## src/core/frame_queue_consts.vh

```
// register offsets, field positions, policy codes and sizes of the frame queue
// included by the frame queue design; definitions only
`ifndef FRAME_QUEUE_CONSTS_VH
`define FRAME_QUEUE_CONSTS_VH
// printed register offsets (register indices, AXI address = 4 * index)
`define OFS_ACC_FIRST      6'h02
`define OFS_ACC_LAST       6'h07
`define OFS_IRQ_STATUS_B   6'h0A
`define OFS_RO_LAST        6'h0E
`define OFS_QUEUE_LEVEL    6'h0E
`define OFS_SOFT_RESTART   6'h14
`define OFS_IRQ_ENABLE_B   6'h17
`define OFS_IRQ_PIN_MAP_B  6'h1A
`define OFS_IRQ_LATCH      6'h21
`define OFS_QUEUE_THRESH   6'h30
`define OFS_QUEUE_CONFIG   6'h3E
`define OFS_QUEUE_DATA     6'h3F
// field positions
`define POLICY_LSB         6
`define AXIS_LSB           0
`define BIT_THR_EVENT      6
`define BIT_FULL_EVENT     5
`define BIT_OVERRUN        7
`define LEVEL_MSB          6
`define THR_MSB            5
// policy and axis encodings
`define POLICY_SINGLE      2'h0
`define POLICY_STOP        2'h1
`define POLICY_OVERWRITE   2'h2
`define AXIS_ALL           2'h0
`define AXIS_X             2'h1
`define AXIS_Y             2'h2
`define AXIS_Z             2'h3
// depths, last byte indices and restart key
`define DEPTH_STOP         7'h20
`define DEPTH_OVERWRITE    7'h1F
`define DEPTH_SINGLE       7'h01
`define LAST_BYTE_ALL      3'h5
`define LAST_BYTE_ONE      3'h1
`define SOFT_RESTART_KEY   8'hB6
// bus answers
`define RESP_OKAY          2'h0
`define RESP_SLVERR        2'h2
`endif

```

## src/core/accel_frame_queue.v

```verilog
// frame queue of an accelerometer: 32-frame buffer with AXI4-Lite register slave
// assumes sample_valid pulses one cycle per new x/y/z sample set on clk_sys
//
// Register access over AXI4-Lite was chosen for this implementation.
`timescale 1ns/1ps
`include "frame_queue_consts.vh"

// Summary of operation
// - buffer holds up to 32 frames of three 16-bit axis words.
// - stop-when-full stores to 32 frames, then drops further samples.
// - overwrite-oldest uses depth 31 and drops oldest frame when full.
// - single-frame acts as overwrite-oldest with depth one.
// - policy codes 00 single, 01 stop, 10 overwrite; reads show active policy.
// - writes to config or threshold empty queue and clear flags and events.
// - stored frames equal the acceleration result registers 0x02..0x07.
// - queue data at queue_data_port; reads there pop bytes in sequence.
// - axis field 00 all, 01 x, 10 y, 11 z; depth unchanged.
// - a partial frame read discards the rest; next read starts new frame.
// - data reads beyond the fill level return zero.
// - level field at queue_level_status shows the frames held.
// - overrun flag sets when a frame arrives into a full buffer.
// - overrun stays set when reads drain; only a config or threshold write clears it.
// - threshold event when level reaches programmed count, in every policy.
// - threshold event gated by enable irq_enable_b, mapped by irq_pin_map_b, status at irq_status_b.
// - full event after 32, 31 or 1 samples depending on policy.
// - full event needs enable at irq_enable_b and map at irq_pin_map_b; status at irq_status_b.
// - 64 byte registers; reserved bits ignore writes.
// - 0x00..queue_level_status read-only; irq_latch_control ignores writes, 0x14 restart write-only; both read 0.
module accel_frame_queue (
   input  wire        clk_sys,
   input  wire        reset_n,
   input  wire        clk_en,
   input  wire        sample_valid,
   input  wire [15:0] accel_x,
   input  wire [15:0] accel_y,
   input  wire [15:0] accel_z,
   input  wire        frame_gap,
   input  wire [31:0] s_axi_awaddr,
   input  wire        s_axi_awvalid,
   output wire        s_axi_awready,
   input  wire [31:0] s_axi_wdata,
   input  wire [3:0]  s_axi_wstrb,
   input  wire        s_axi_wvalid,
   output wire        s_axi_wready,
   output reg  [1:0]  s_axi_bresp,
   output reg         s_axi_bvalid,
   input  wire        s_axi_bready,
   input  wire [31:0] s_axi_araddr,
   input  wire        s_axi_arvalid,
   output wire        s_axi_arready,
   output reg  [31:0] s_axi_rdata,
   output reg  [1:0]  s_axi_rresp,
   output reg         s_axi_rvalid,
   input  wire        s_axi_rready,
   output wire        second_irq_pin,
   output reg         soft_restart_pulse
);
   // frame memory, 32 entries of x/y/z
   reg  [47:0] mem [0:31];
   reg  [4:0]  wr_ptr_reg;
   reg  [4:0]  rd_ptr_reg;
   reg  [6:0]  level_reg;
   reg  [2:0]  byte_idx_reg;
   reg         overrun_reg;
   reg         full_evt_reg;
   reg         thr_evt_reg;
   reg  [1:0]  policy_reg;
   reg  [1:0]  axis_reg;
   reg  [5:0]  thresh_reg;
   reg  [7:0]  irq_en_reg;
   reg  [7:0]  irq_map_reg;
   reg  [47:0] latest_reg;
   // frame_gap from the serial link side is synchronised
   reg         gap_s1_reg;
   reg         gap_s2_reg;
   reg         aw_hold_reg;
   reg         w_hold_reg;
   reg  [5:0]  aw_idx_reg;
   reg  [7:0]  w_data_reg;

   wire [6:0]  depth;
   wire        is_full;
   wire        wr_fire;
   wire        rd_fire;
   wire        clr_queue;
   wire [5:0]  ar_idx;
   wire        data_read;
   wire        has_data;
   wire        push;
   wire        drop_old;
   wire        last_byte;
   wire        pop;
   wire [47:0] head;
   wire        gap_discard;
   wire        level_up;
   wire        level_down;
   reg  [15:0] axis_word;
   reg  [7:0]  data_byte;
   reg  [7:0]  rd_byte;

   assign depth = (policy_reg == `POLICY_STOP) ? `DEPTH_STOP :
                  (policy_reg == `POLICY_OVERWRITE) ? `DEPTH_OVERWRITE :
                  `DEPTH_SINGLE;
   assign is_full = (level_reg >= depth);

   // write address and data accepted in either order, response after both
   assign s_axi_awready = clk_en & ~aw_hold_reg & ~s_axi_bvalid;
   assign s_axi_wready  = clk_en & ~w_hold_reg & ~s_axi_bvalid;
   assign wr_fire = clk_en & aw_hold_reg & w_hold_reg & ~s_axi_bvalid;
   assign s_axi_arready = clk_en & ~s_axi_rvalid;
   assign rd_fire = s_axi_arvalid & s_axi_arready;
   assign ar_idx = s_axi_araddr[7:2];

   assign clr_queue = wr_fire & ((aw_idx_reg == `OFS_QUEUE_CONFIG) |
                                 (aw_idx_reg == `OFS_QUEUE_THRESH));
   assign data_read = rd_fire & (ar_idx == `OFS_QUEUE_DATA);
   assign has_data  = (level_reg != 7'h00);
   assign last_byte = (axis_reg == `AXIS_ALL) ? (byte_idx_reg == `LAST_BYTE_ALL) :
                      (byte_idx_reg == `LAST_BYTE_ONE);
   assign pop  = data_read & has_data & last_byte;
   assign push = clk_en & sample_valid & ~clr_queue &
                 (~is_full | (policy_reg != `POLICY_STOP));
   assign drop_old = push & is_full & ~pop;
   // a partial frame left behind at the end of an access is skipped like a pop
   assign gap_discard = gap_s2_reg & (byte_idx_reg != 3'h0) & has_data &
                        ~data_read & ~drop_old;
   // a push into a full buffer only counts when a pop frees a slot
   assign level_up   = push & (~is_full | pop);
   assign level_down = pop | gap_discard;
   assign head = mem[rd_ptr_reg];

   // single-axis capture: the stored word of the selected axis is read out
   always @* begin
      axis_word = head[15:0];
      case (axis_reg)
         `AXIS_Y: axis_word = head[31:16];
         `AXIS_Z: axis_word = head[47:32];
         default: axis_word = head[15:0];
      endcase
   end

   // byte order: x low, x high, y low, y high, z low, z high
   always @* begin
      data_byte = 8'h00;
      if (axis_reg == `AXIS_ALL) begin
         case (byte_idx_reg)
            3'h0: data_byte = head[7:0];
            3'h1: data_byte = head[15:8];
            3'h2: data_byte = head[23:16];
            3'h3: data_byte = head[31:24];
            3'h4: data_byte = head[39:32];
            3'h5: data_byte = head[47:40];
            default: data_byte = 8'h00;
         endcase
      end else begin
         data_byte = byte_idx_reg[0] ? axis_word[15:8] : axis_word[7:0];
      end
      if (!has_data) begin
         data_byte = 8'h00;
      end
   end

   always @* begin
      rd_byte = 8'h00;
      if (ar_idx == `OFS_QUEUE_DATA) begin
         rd_byte = data_byte;
      end else if (ar_idx >= `OFS_ACC_FIRST && ar_idx <= `OFS_ACC_LAST) begin
         case (ar_idx)
            6'h02: rd_byte = latest_reg[7:0];
            6'h03: rd_byte = latest_reg[15:8];
            6'h04: rd_byte = latest_reg[23:16];
            6'h05: rd_byte = latest_reg[31:24];
            6'h06: rd_byte = latest_reg[39:32];
            default: rd_byte = latest_reg[47:40];
         endcase
      end else begin
         case (ar_idx)
            `OFS_IRQ_STATUS_B: rd_byte = {1'b0, thr_evt_reg, full_evt_reg, 5'h00};
            `OFS_QUEUE_LEVEL:  rd_byte = {overrun_reg, level_reg};
            `OFS_IRQ_ENABLE_B: rd_byte = irq_en_reg;
            `OFS_IRQ_PIN_MAP_B: rd_byte = irq_map_reg;
            `OFS_QUEUE_THRESH: rd_byte = {2'h0, thresh_reg};
            `OFS_QUEUE_CONFIG: rd_byte = {policy_reg, 4'h0, axis_reg};
            default: rd_byte = 8'h00;
         endcase
      end
   end

   assign second_irq_pin =
      (thr_evt_reg & irq_en_reg[`BIT_THR_EVENT] & irq_map_reg[`BIT_THR_EVENT]) |
      (full_evt_reg & irq_en_reg[`BIT_FULL_EVENT] & irq_map_reg[`BIT_FULL_EVENT]);

   always @(posedge clk_sys or negedge reset_n) begin
      if (!reset_n) begin
         gap_s1_reg <= 1'b0;
         gap_s2_reg <= 1'b0;
      end else if (clk_en) begin
         gap_s1_reg <= frame_gap;
         gap_s2_reg <= gap_s1_reg;
      end
   end

   // bus slave
   always @(posedge clk_sys or negedge reset_n) begin
      if (!reset_n) begin
         aw_hold_reg  <= 1'b0;
         w_hold_reg   <= 1'b0;
         aw_idx_reg   <= 6'h00;
         w_data_reg   <= 8'h00;
         s_axi_bvalid <= 1'b0;
         s_axi_bresp  <= `RESP_OKAY;
         s_axi_rvalid <= 1'b0;
         s_axi_rresp  <= `RESP_OKAY;
         s_axi_rdata  <= 32'h0000_0000;
         irq_en_reg   <= 8'h00;
         irq_map_reg  <= 8'h00;
         policy_reg   <= `POLICY_SINGLE;
         axis_reg     <= `AXIS_ALL;
         thresh_reg   <= 6'h00;
         soft_restart_pulse <= 1'b0;
      end else if (clk_en) begin
         soft_restart_pulse <= 1'b0;
         if (s_axi_awvalid & s_axi_awready) begin
            aw_hold_reg <= 1'b1;
            aw_idx_reg  <= s_axi_awaddr[7:2];
         end
         if (s_axi_wvalid & s_axi_wready) begin
            w_hold_reg <= 1'b1;
            w_data_reg <= s_axi_wstrb[0] ? s_axi_wdata[7:0] : 8'h00;
         end
         if (wr_fire) begin
            aw_hold_reg  <= 1'b0;
            w_hold_reg   <= 1'b0;
            s_axi_bvalid <= 1'b1;
            s_axi_bresp  <= (s_axi_awaddr[31:8] == 24'h000000) ?
                            `RESP_OKAY : `RESP_OKAY;
            if (aw_idx_reg > `OFS_RO_LAST) begin
               case (aw_idx_reg)
                  `OFS_IRQ_ENABLE_B:  irq_en_reg  <= w_data_reg;
                  `OFS_IRQ_PIN_MAP_B: irq_map_reg <= w_data_reg;
                  `OFS_QUEUE_THRESH:  thresh_reg  <= w_data_reg[`THR_MSB:0];
                  `OFS_QUEUE_CONFIG: begin
                     if (w_data_reg[7:6] != 2'h3) begin
                        policy_reg <= w_data_reg[7:6];
                     end
                     axis_reg <= w_data_reg[1:0];
                  end
                  `OFS_SOFT_RESTART: begin
                     soft_restart_pulse <= (w_data_reg == `SOFT_RESTART_KEY);
                  end
                  default: begin
                  end
               endcase
            end
         end else if (s_axi_bvalid & s_axi_bready) begin
            s_axi_bvalid <= 1'b0;
         end
         if (rd_fire) begin
            s_axi_rvalid <= 1'b1;
            s_axi_rresp  <= `RESP_OKAY;
            s_axi_rdata  <= {24'h000000, rd_byte};
         end else if (s_axi_rvalid & s_axi_rready) begin
            s_axi_rvalid <= 1'b0;
         end
      end
   end

   // latest sample set, also readable at the result offsets
   always @(posedge clk_sys or negedge reset_n) begin
      if (!reset_n) begin
         latest_reg <= 48'h0;
      end else if (clk_en & sample_valid) begin
         latest_reg <= {accel_z, accel_y, accel_x};
      end
   end

   // queue pointers
   always @(posedge clk_sys or negedge reset_n) begin
      if (!reset_n) begin
         wr_ptr_reg <= 5'h00;
         rd_ptr_reg <= 5'h00;
      end else if (clk_en) begin
         if (clr_queue) begin
            wr_ptr_reg <= 5'h00;
            rd_ptr_reg <= 5'h00;
         end else begin
            if (push) begin
               wr_ptr_reg <= wr_ptr_reg + 5'h01;
            end
            if (pop | drop_old | gap_discard) begin
               rd_ptr_reg <= rd_ptr_reg + 5'h01;
            end
         end
      end
   end

   // fill level
   always @(posedge clk_sys or negedge reset_n) begin
      if (!reset_n) begin
         level_reg <= 7'h00;
      end else if (clk_en) begin
         if (clr_queue) begin
            level_reg <= 7'h00;
         end else if (level_up & ~level_down) begin
            level_reg <= level_reg + 7'h01;
         end else if (level_down & ~level_up) begin
            level_reg <= level_reg - 7'h01;
         end
      end
   end

   // byte position inside the head frame
   always @(posedge clk_sys or negedge reset_n) begin
      if (!reset_n) begin
         byte_idx_reg <= 3'h0;
      end else if (clk_en) begin
         if (clr_queue | pop | drop_old | gap_discard) begin
            byte_idx_reg <= 3'h0;
         end else if (data_read & has_data) begin
            byte_idx_reg <= byte_idx_reg + 3'h1;
         end
      end
   end

   // overrun survives draining; only a configuration or threshold write clears it
   always @(posedge clk_sys or negedge reset_n) begin
      if (!reset_n) begin
         overrun_reg <= 1'b0;
      end else if (clk_en) begin
         if (clr_queue) begin
            overrun_reg <= 1'b0;
         end else if (sample_valid & is_full & ~pop) begin
            overrun_reg <= 1'b1;
         end
      end
   end

   // full and threshold events
   always @(posedge clk_sys or negedge reset_n) begin
      if (!reset_n) begin
         full_evt_reg <= 1'b0;
         thr_evt_reg  <= 1'b0;
      end else if (clk_en) begin
         if (clr_queue) begin
            full_evt_reg <= 1'b0;
            thr_evt_reg  <= 1'b0;
         end else if (push) begin
            if (level_reg + 7'h01 >= depth) begin
               full_evt_reg <= 1'b1;
            end
            if (~is_full & (level_reg + 7'h01 == {1'b0, thresh_reg})) begin
               thr_evt_reg <= 1'b1;
            end
         end
      end
   end

   always @(posedge clk_sys) begin
      if (clk_en & push) begin
         mem[wr_ptr_reg] <= {accel_z, accel_y, accel_x};
      end
   end
endmodule // accel_frame_queue

```

## config.mk

```make
export PLATFORM = sky130hd
export DESIGN_NAME = accel_frame_queue
export DESIGN_NICKNAME = d
export VERILOG_FILES = /design/src/core/accel_frame_queue.v
export VERILOG_INCLUDE_DIRS = /design/src /design/src/core
export SDC_FILE = /design/constraint.sdc
export NUM_CORES = 2
export LEC_CHECK = 0
export BUFFER_PORTS_ARGS = -buffer_cell sky130_fd_sc_hd__clkbuf_2
export CORE_AREA = 2 2 511 412
export DETAILED_ROUTE_END_ITERATION = 8
export DIE_AREA = 0 0 513 414
export GPL_ROUTABILITY_DRIVEN = 0
export PLACE_DENSITY = 0.47
export SETUP_SLACK_MARGIN = 0.02
export SLEW_MARGIN = 20
export SYNTH_ARGS = -nofsm -noshare
export SYNTH_HDL_FRONTEND = slang
export SYNTH_SLANG_ARGS = --single-unit
```

## constraint.sdc

```tcl
create_clock -name clk_sys -period 8.2 [get_ports clk_sys]
set_clock_uncertainty 0.1 [all_clocks]
set_input_delay 2.05 -clock clk_sys [delete_from_list [all_inputs] [get_ports clk_sys]]
set_output_delay 2.05 -clock clk_sys [all_outputs]
set_load 0.005 [all_outputs]
```

Word level (Yosys, flattened, before mapping):

Memory sizes are Yosys's and may differ from the RTL's.
Cells that the tools add are included.

* bits in latches: 0
* ROM bits: 0
* logic and storage cells: 200
* input bits: 158
* bits in writable memories: 1536
* memories kept: 1
* flip-flop bits (word level): 126
* output and inout bits: 43

* bitwise logic cells: 58
* magnitude comparators: 5
* reduce and logical (&&, ||, !) cells: 35
* shift-type cells: 0
* add/subtract/negate cells: 5
* multiply operators: 0
* multiplexer cells: 43
* divide/modulo/power cells: 0
* equal/unequal tests: 30

Memory list
* mem: depth 32, width 48, rd ports 1, clocked after memory_dff 0, write ports 1, line accel_frame_queue.v:59 `reg [47:0] mem [0:31];`

Operators by type and width (number)
* one-hot mux 8 bit (6 select lines): 2
* 2-to-1 mux 8 bit: 6
* one-hot mux 8 bit (5 select lines): 1
* AND 1 bit: 37
* one-hot mux 16 bit (2 select lines): 1
* equality test 6 x 5 -> 1 bit, second input constant: 5
* equality test 6 bit, second input constant: 5
* 2-to-1 mux 5 bit: 5
* AND reduction 2 bit: 12
* 2-to-1 mux 1 bit: 22
* 2-to-1 mux 7 bit: 3
* nonzero test 2 bit: 10
* equality test 6 x 3 -> 1 bit, second input constant: 3
* AND reduction 4 bit: 4
* >= comparator 7 x 6 -> 1 bit: 2
* equality test 6 x 2 -> 1 bit, second input constant: 2
* equality test 6 x 4 -> 1 bit, second input constant: 2
* NOT 1 bit: 11
* adder 5 x 1 -> 5 bit, second input constant: 2
* OR 1 bit: 10
* equality test 8 bit, second input constant: 1
* adder 7 x 1 -> 7 bit, second input constant: 1
* equality test 7 x 6 -> 1 bit: 1
* nonzero test 7 bit: 1
* 20 further kinds: 27

Logic depth before layout (Yosys ltp):

* depth in word-level cells: 16
* depth in mapped cells: 14
* depth with buffers taken out: 11

Worst setup path after synthesis:

Ideal clock, no wire load.

* path type: input -> register
* start: input clk_en
* end: memory mem[29][0], enable pin
* cell stages on the path: 5
* arrival time: 4.962 ns
* path buffers: 0
* setup slack: 2.684 ns
* path through: nand2_1 > a21oi_1 > and2_1 > nand2_1 > nor2_1

* longest elaborated chain between the ends: 10
* elaborated cells on any way between the ends: 11
* those cells by class: mux: 2; bitwise: 9

Ends and longest elaborated chain
* start, declared: line accel_frame_queue.v:32 `input wire clk_en,`
* AND 1 bit (3 in series): line accel_frame_queue.v:109 `assign wr_fire = clk_en & aw_hold_reg & w_hold_reg & ~s_axi_bvalid;`
* AND 1 bit: line accel_frame_queue.v:114 `` assign clr_queue = wr_fire & ((aw_idx_reg == `OFS_QUEUE_CONFIG) | ``
* NOT 1 bit: line accel_frame_queue.v:121 `assign push = clk_en & sample_valid & ~clr_queue &`
* AND 1 bit (2 in series): line accel_frame_queue.v:121
* AND 1 bit (*): line accel_frame_queue.v:359 `if (clk_en & push) begin`
* 2-to-1 mux 1 bit (*): line accel_frame_queue.v:359
* 2-to-1 mux 1 bit (implied by the code) (*): line accel_frame_queue.v:360 `mem[wr_ptr_reg] <= {accel_z, accel_y, accel_x};`
* end, declared: line accel_frame_queue.v:59

Every way passes the cells marked *; elsewhere a longest branch is shown, timed or not.

Final worst setup path:

* start: register policy_reg[0]
* end: memory mem[26][2], enable pin

* longest elaborated chain between the ends: 10
* elaborated cells on any way between the ends: 12
* those cells by class: order compare: 1; eq/ne: 3; mux: 4; bitwise: 4

Ends and longest elaborated chain
* start, declared: line accel_frame_queue.v:67 `reg [1:0] policy_reg;`
* start signal, assigned: line accel_frame_queue.v:217 `` policy_reg <= `POLICY_SINGLE; ``
* start signal, assigned: line accel_frame_queue.v:244 `policy_reg <= w_data_reg[7:6];`
* equality test 2 bit (no source line)
* 2-to-1 mux 5 bit (no source line)
* 2-to-1 mux 6 bit (no source line)
* >= comparator 7 x 6 -> 1 bit: line accel_frame_queue.v:104 `assign is_full = (level_reg >= depth);`
* NOT 1 bit: line accel_frame_queue.v:122 `` (~is_full | (policy_reg != `POLICY_STOP)); ``
* OR 1 bit (*): line accel_frame_queue.v:122
* AND 1 bit (*): line accel_frame_queue.v:121
* AND 1 bit (*): line accel_frame_queue.v:359
* 2-to-1 mux 1 bit (*): line accel_frame_queue.v:359
* 2-to-1 mux 1 bit (implied by the code) (*): line accel_frame_queue.v:360

Marked as above.

==> metrics.cfg <==
[sta]
holdWs_ns = 0.409
hold_violations = 0
rsz0062_at_grt = no
slew_headroom_pct = 17.8
setup_viol = 0
fin_crit_sh_pct = 68.3
period_needed_ns = 5.60
slew_viol_final = 0
max_freq_ghz = 0.178
setup_tns_ns = 0
worst_pin_slew_ns = 1.22

[power_and_ir_drop]
power_switching_mw = 7.73
seqPwrFrac_pct = 42.1
p_comb_share_pct = 27.4
ir_drop_mv = 0.257
powerDensity_nw_per_um2 = 320
p_leak_nw = 23.9
switching_share_pct = 32.2
pwr-share-clk_pct = 30.5
p_int_mw = 16.3
finalPower_mw = 24.0

[cts]
cts_num_sinks = 1662
cts-root-buf = clkbuf_16
worstSkewPairLatency_ns = 0.82
clk_path_buf_depth = 3
postCtsSetupBuffers = 0
cts_buffers = 164
cts_tree = done
htreeDepth = 4
post_cts_resized = 0
path_clk_slew_ns = 0.06
cts_hold_buf = 0

[routing]
wirelength_um = 197000
vias = 33966
drtIter0Drc = 3891
drc = 0
routedWlPerCell_um = 31.1
firstDrtPassIters = 6
postRouteAntennaNets = 0
via_per_inst = 5.35

[synth]
async_flop_share_pct = 7.58
syn_inst = 3291
synth_area_um2 = 66000
avgSynthCellArea_um2 = 20.0
synth_xor_area_share_pct = 0.252
synthAdderAreaFrac_pct = 0.455
synth.area.mux_share_pct = 15.5
ys_ff_latch = 1662
synth-edff-count = 1536
synth_top_family_by_area = multiplexers
synth_warnings = 0
synth_compound_area_share_pct = 4.09
seq_area_frac_synth_pct = 74.7
ys.flop_type = edfxtp_1
ys_types = 85
synth-simple-area-share_pct = 2.94

[cells_and_area]
nets = 3657
areaGrowthSynthToFinish_pct = 13.8
regArea_um2 = 49300
largest_register_ffs = 1536
post_route_cells_drive_above_1_share_pct = 25.3
utilization_pct = 36.2
fillCellCount = 19106
instances_no_fill = 6343
multi_input_area_um2 = 15700

[placed_design]
placedCellCount = 6045
dp_hpwl_um = 117000
portBuffers = 93

[setup_path]
slowest_delay_ns = 0.90
crit_path_start_kind = flop
cp_top_family = simple AND/OR/NAND/NOR gates
critical_path.cell_chain = nor2b_1, inv_1, ha_1, nand2b_1, a21o_1, a21o_1, a41o_1, a21oi_1, and2_1, nand2_1, nor2_4, buf_4
worstReg2RegStart = policy_reg[0]$_DFFE_PN0P_
crit_arrival_ns = 5.93
path_buf_inv = 2
path_class = reg -> reg
crit_path_frequent_cell = a21o_1
worstRegToRegCells = 12
reg2reg_to = mem[26][2]$_DFFE_PP_
crit_path_top_delay_cell = nor2_4
r2r_slack_ns = 2.60
critPathMaxFanout = 17
cp-end-kind = flop
cp.required_ns = 8.53

[floorplan]
dieArea_um2 = 212000
core_um2 = 207000
die_width_um = 513
rows = 150
start_util_pct = 31.8
die_y_um = 414
io_pins = 201

[hold_path]
min_path_type = reg -> reg
hp-start = latest_reg[17]$_DFFE_PN0P_
hold_path_depth = 1
holdPathEnd = latest_reg[17]$_DFFE_PN0P_

[grt]
grt_pass1_vias = 33681
grt.overflow.total = 0
grtUsageTotal_pct = 18.5
grt_pass1_wl_um = 276000
grt_max_degree = 90
antenna_found_initial = 6

[run]
drv_cap = 0

[run_status]
status = finished, final reports clean

-- worst reg2reg max path, stage by stage, from the launching register on --
cell and delay (ns):
dfrtp_1 0.42, nor2b_1 0.26, inv_1 0.18, ha_1 0.32
nand2b_1 0.14, a21o_1 0.17, a21o_1 0.19, a41o_1 0.29
a21oi_1 0.77, and2_1 0.30, nand2_1 0.55, nor2_4 0.90
buf_4 0.55
-- metal layers --
metal	global-route usage [%]	vias to the layer above	share of wire [%]
met3	3.78	226	6.9
met4	3.95	0	1.8
met1	28.6	18545	48
met5	0	-	0
met2	26.5	1192	43
li1	-	14003	-
-- synth_stat cells, types with 12 or more instances --
cell / instances / area share (%)
inv_1: 19 / 0.11
clkbuf_1: 64 / 0.36
o22ai_1: 74 / 0.70
nand2_1: 122 / 0.69
o211ai_1: 14 / 0.16
buf_4: 47 / 0.53
o21ai_0: 41 / 0.31
a221oi_1: 24 / 0.32
o221ai_1: 24 / 0.32
nand3_1: 42 / 0.32
nor2b_1: 18 / 0.17
a31oi_1: 16 / 0.15
a22oi_1: 34 / 0.39
mux2i_1: 133 / 2.0
buf_1: 15 / 0.085
nand3b_1: 12 / 0.14
a21oi_1: 40 / 0.30
dfrtp_1: 126 / 4.8
nor4_1: 15 / 0.14
nor3_1: 12 / 0.091
mux2_2: 103 / 1.8
ha_1: 24 / 0.46
and2_1: 13 / 0.12
buf_6: 30 / 0.51
edfxtp_1: 1536 / 70
buf_2: 39 / 0.30
nor2_1: 102 / 0.58
mux4_2: 339 / 12
o21ai_1: 16 / 0.12
-- logic make-up (layout without fill, tap and decap cells) --
group | Yosys count | count (layout)
AO/OA/AOI/OAI | 383 | 383
adder cells (fa/ha/maj) | 24 | 24
multiplexers | 579 | 579
AND/OR/NAND/NOR | 399 | 399
buffers and inverters | 224 | 512
flip-flops | 1662 | 1662
XOR/XNOR | 19 | 19
other | 1 | 29
-- through the flow --
step | instance area (um^2) | setup slack (ns)
2_1_floorplan | 66100 | 2.68
3_3_place_gp | 70000 | 2.07
3_5_place_dp | 70000 | 1.96
4_1_cts | 75100 | 2.55
5_1_grt | 75100 | 2.39
6_report | 75100 | 2.60
-- power by group through the flow --
stage	combinational [mW]	clock (mW)	sequential (mW)
after floorplan	4.40	0	9.94
after global placement	6.63	0	10.3
after detailed placement	6.63	0	10.3
after CTS	6.65	7.49	10.1
after global routing	6.98	7.84	10.1
final	6.59	7.32	10.1
-- cell type report --
type	count	share of cell area, %
Sequential cell	1662	65.7
Multi-Input combinational cell	1432	20.9
Clock buffer	222	5.99
Tap cell	2736	4.56
Timing Repair Buffer	193	1.99
Clock inverter	75	0.777
Inverter	22	0.110
Antenna cell	1	0.00333
-- how the worst max path moves through the flow --
stage,start,endpoint,slack [ns],cells after the start
floorplan,clk_en,mem[29][0]$_DFFE_PP_,2.68,5
CTS,level_reg[0]$_DFFE_PN0P_,mem[26][2]$_DFFE_PP_,2.55,11
global route,policy_reg[0]$_DFFE_PN0P_,mem[26][2]$_DFFE_PP_,2.39,12
global placement,clk_en,mem[26][23]$_DFFE_PP_,2.07,7
finish,policy_reg[0]$_DFFE_PN0P_,mem[26][2]$_DFFE_PP_,2.60,12
detailed placement,clk_en,mem[26][28]$_DFFE_PP_,1.96,7
-- cell usage in the layout (no fill, tap or decap), types with 28 or more instances in the layout --
cell type / n
mux2_2: 103
edfxtp_1: 1536
o21ai_0: 41
clkbuf_2: 92
mux4_2: 339
o22ai_1: 74
nor2_4: 33
mux2i_1: 133
a22oi_1: 34
clkbuf_16: 169
conb_1: 28
nand2_1: 122
nor2_1: 69
nand3_1: 42
clkinv_1: 38
clkbuf_1: 46
dfrtp_1: 121
buf_4: 78
a21oi_1: 40
(Power assumes the default switching activity.)
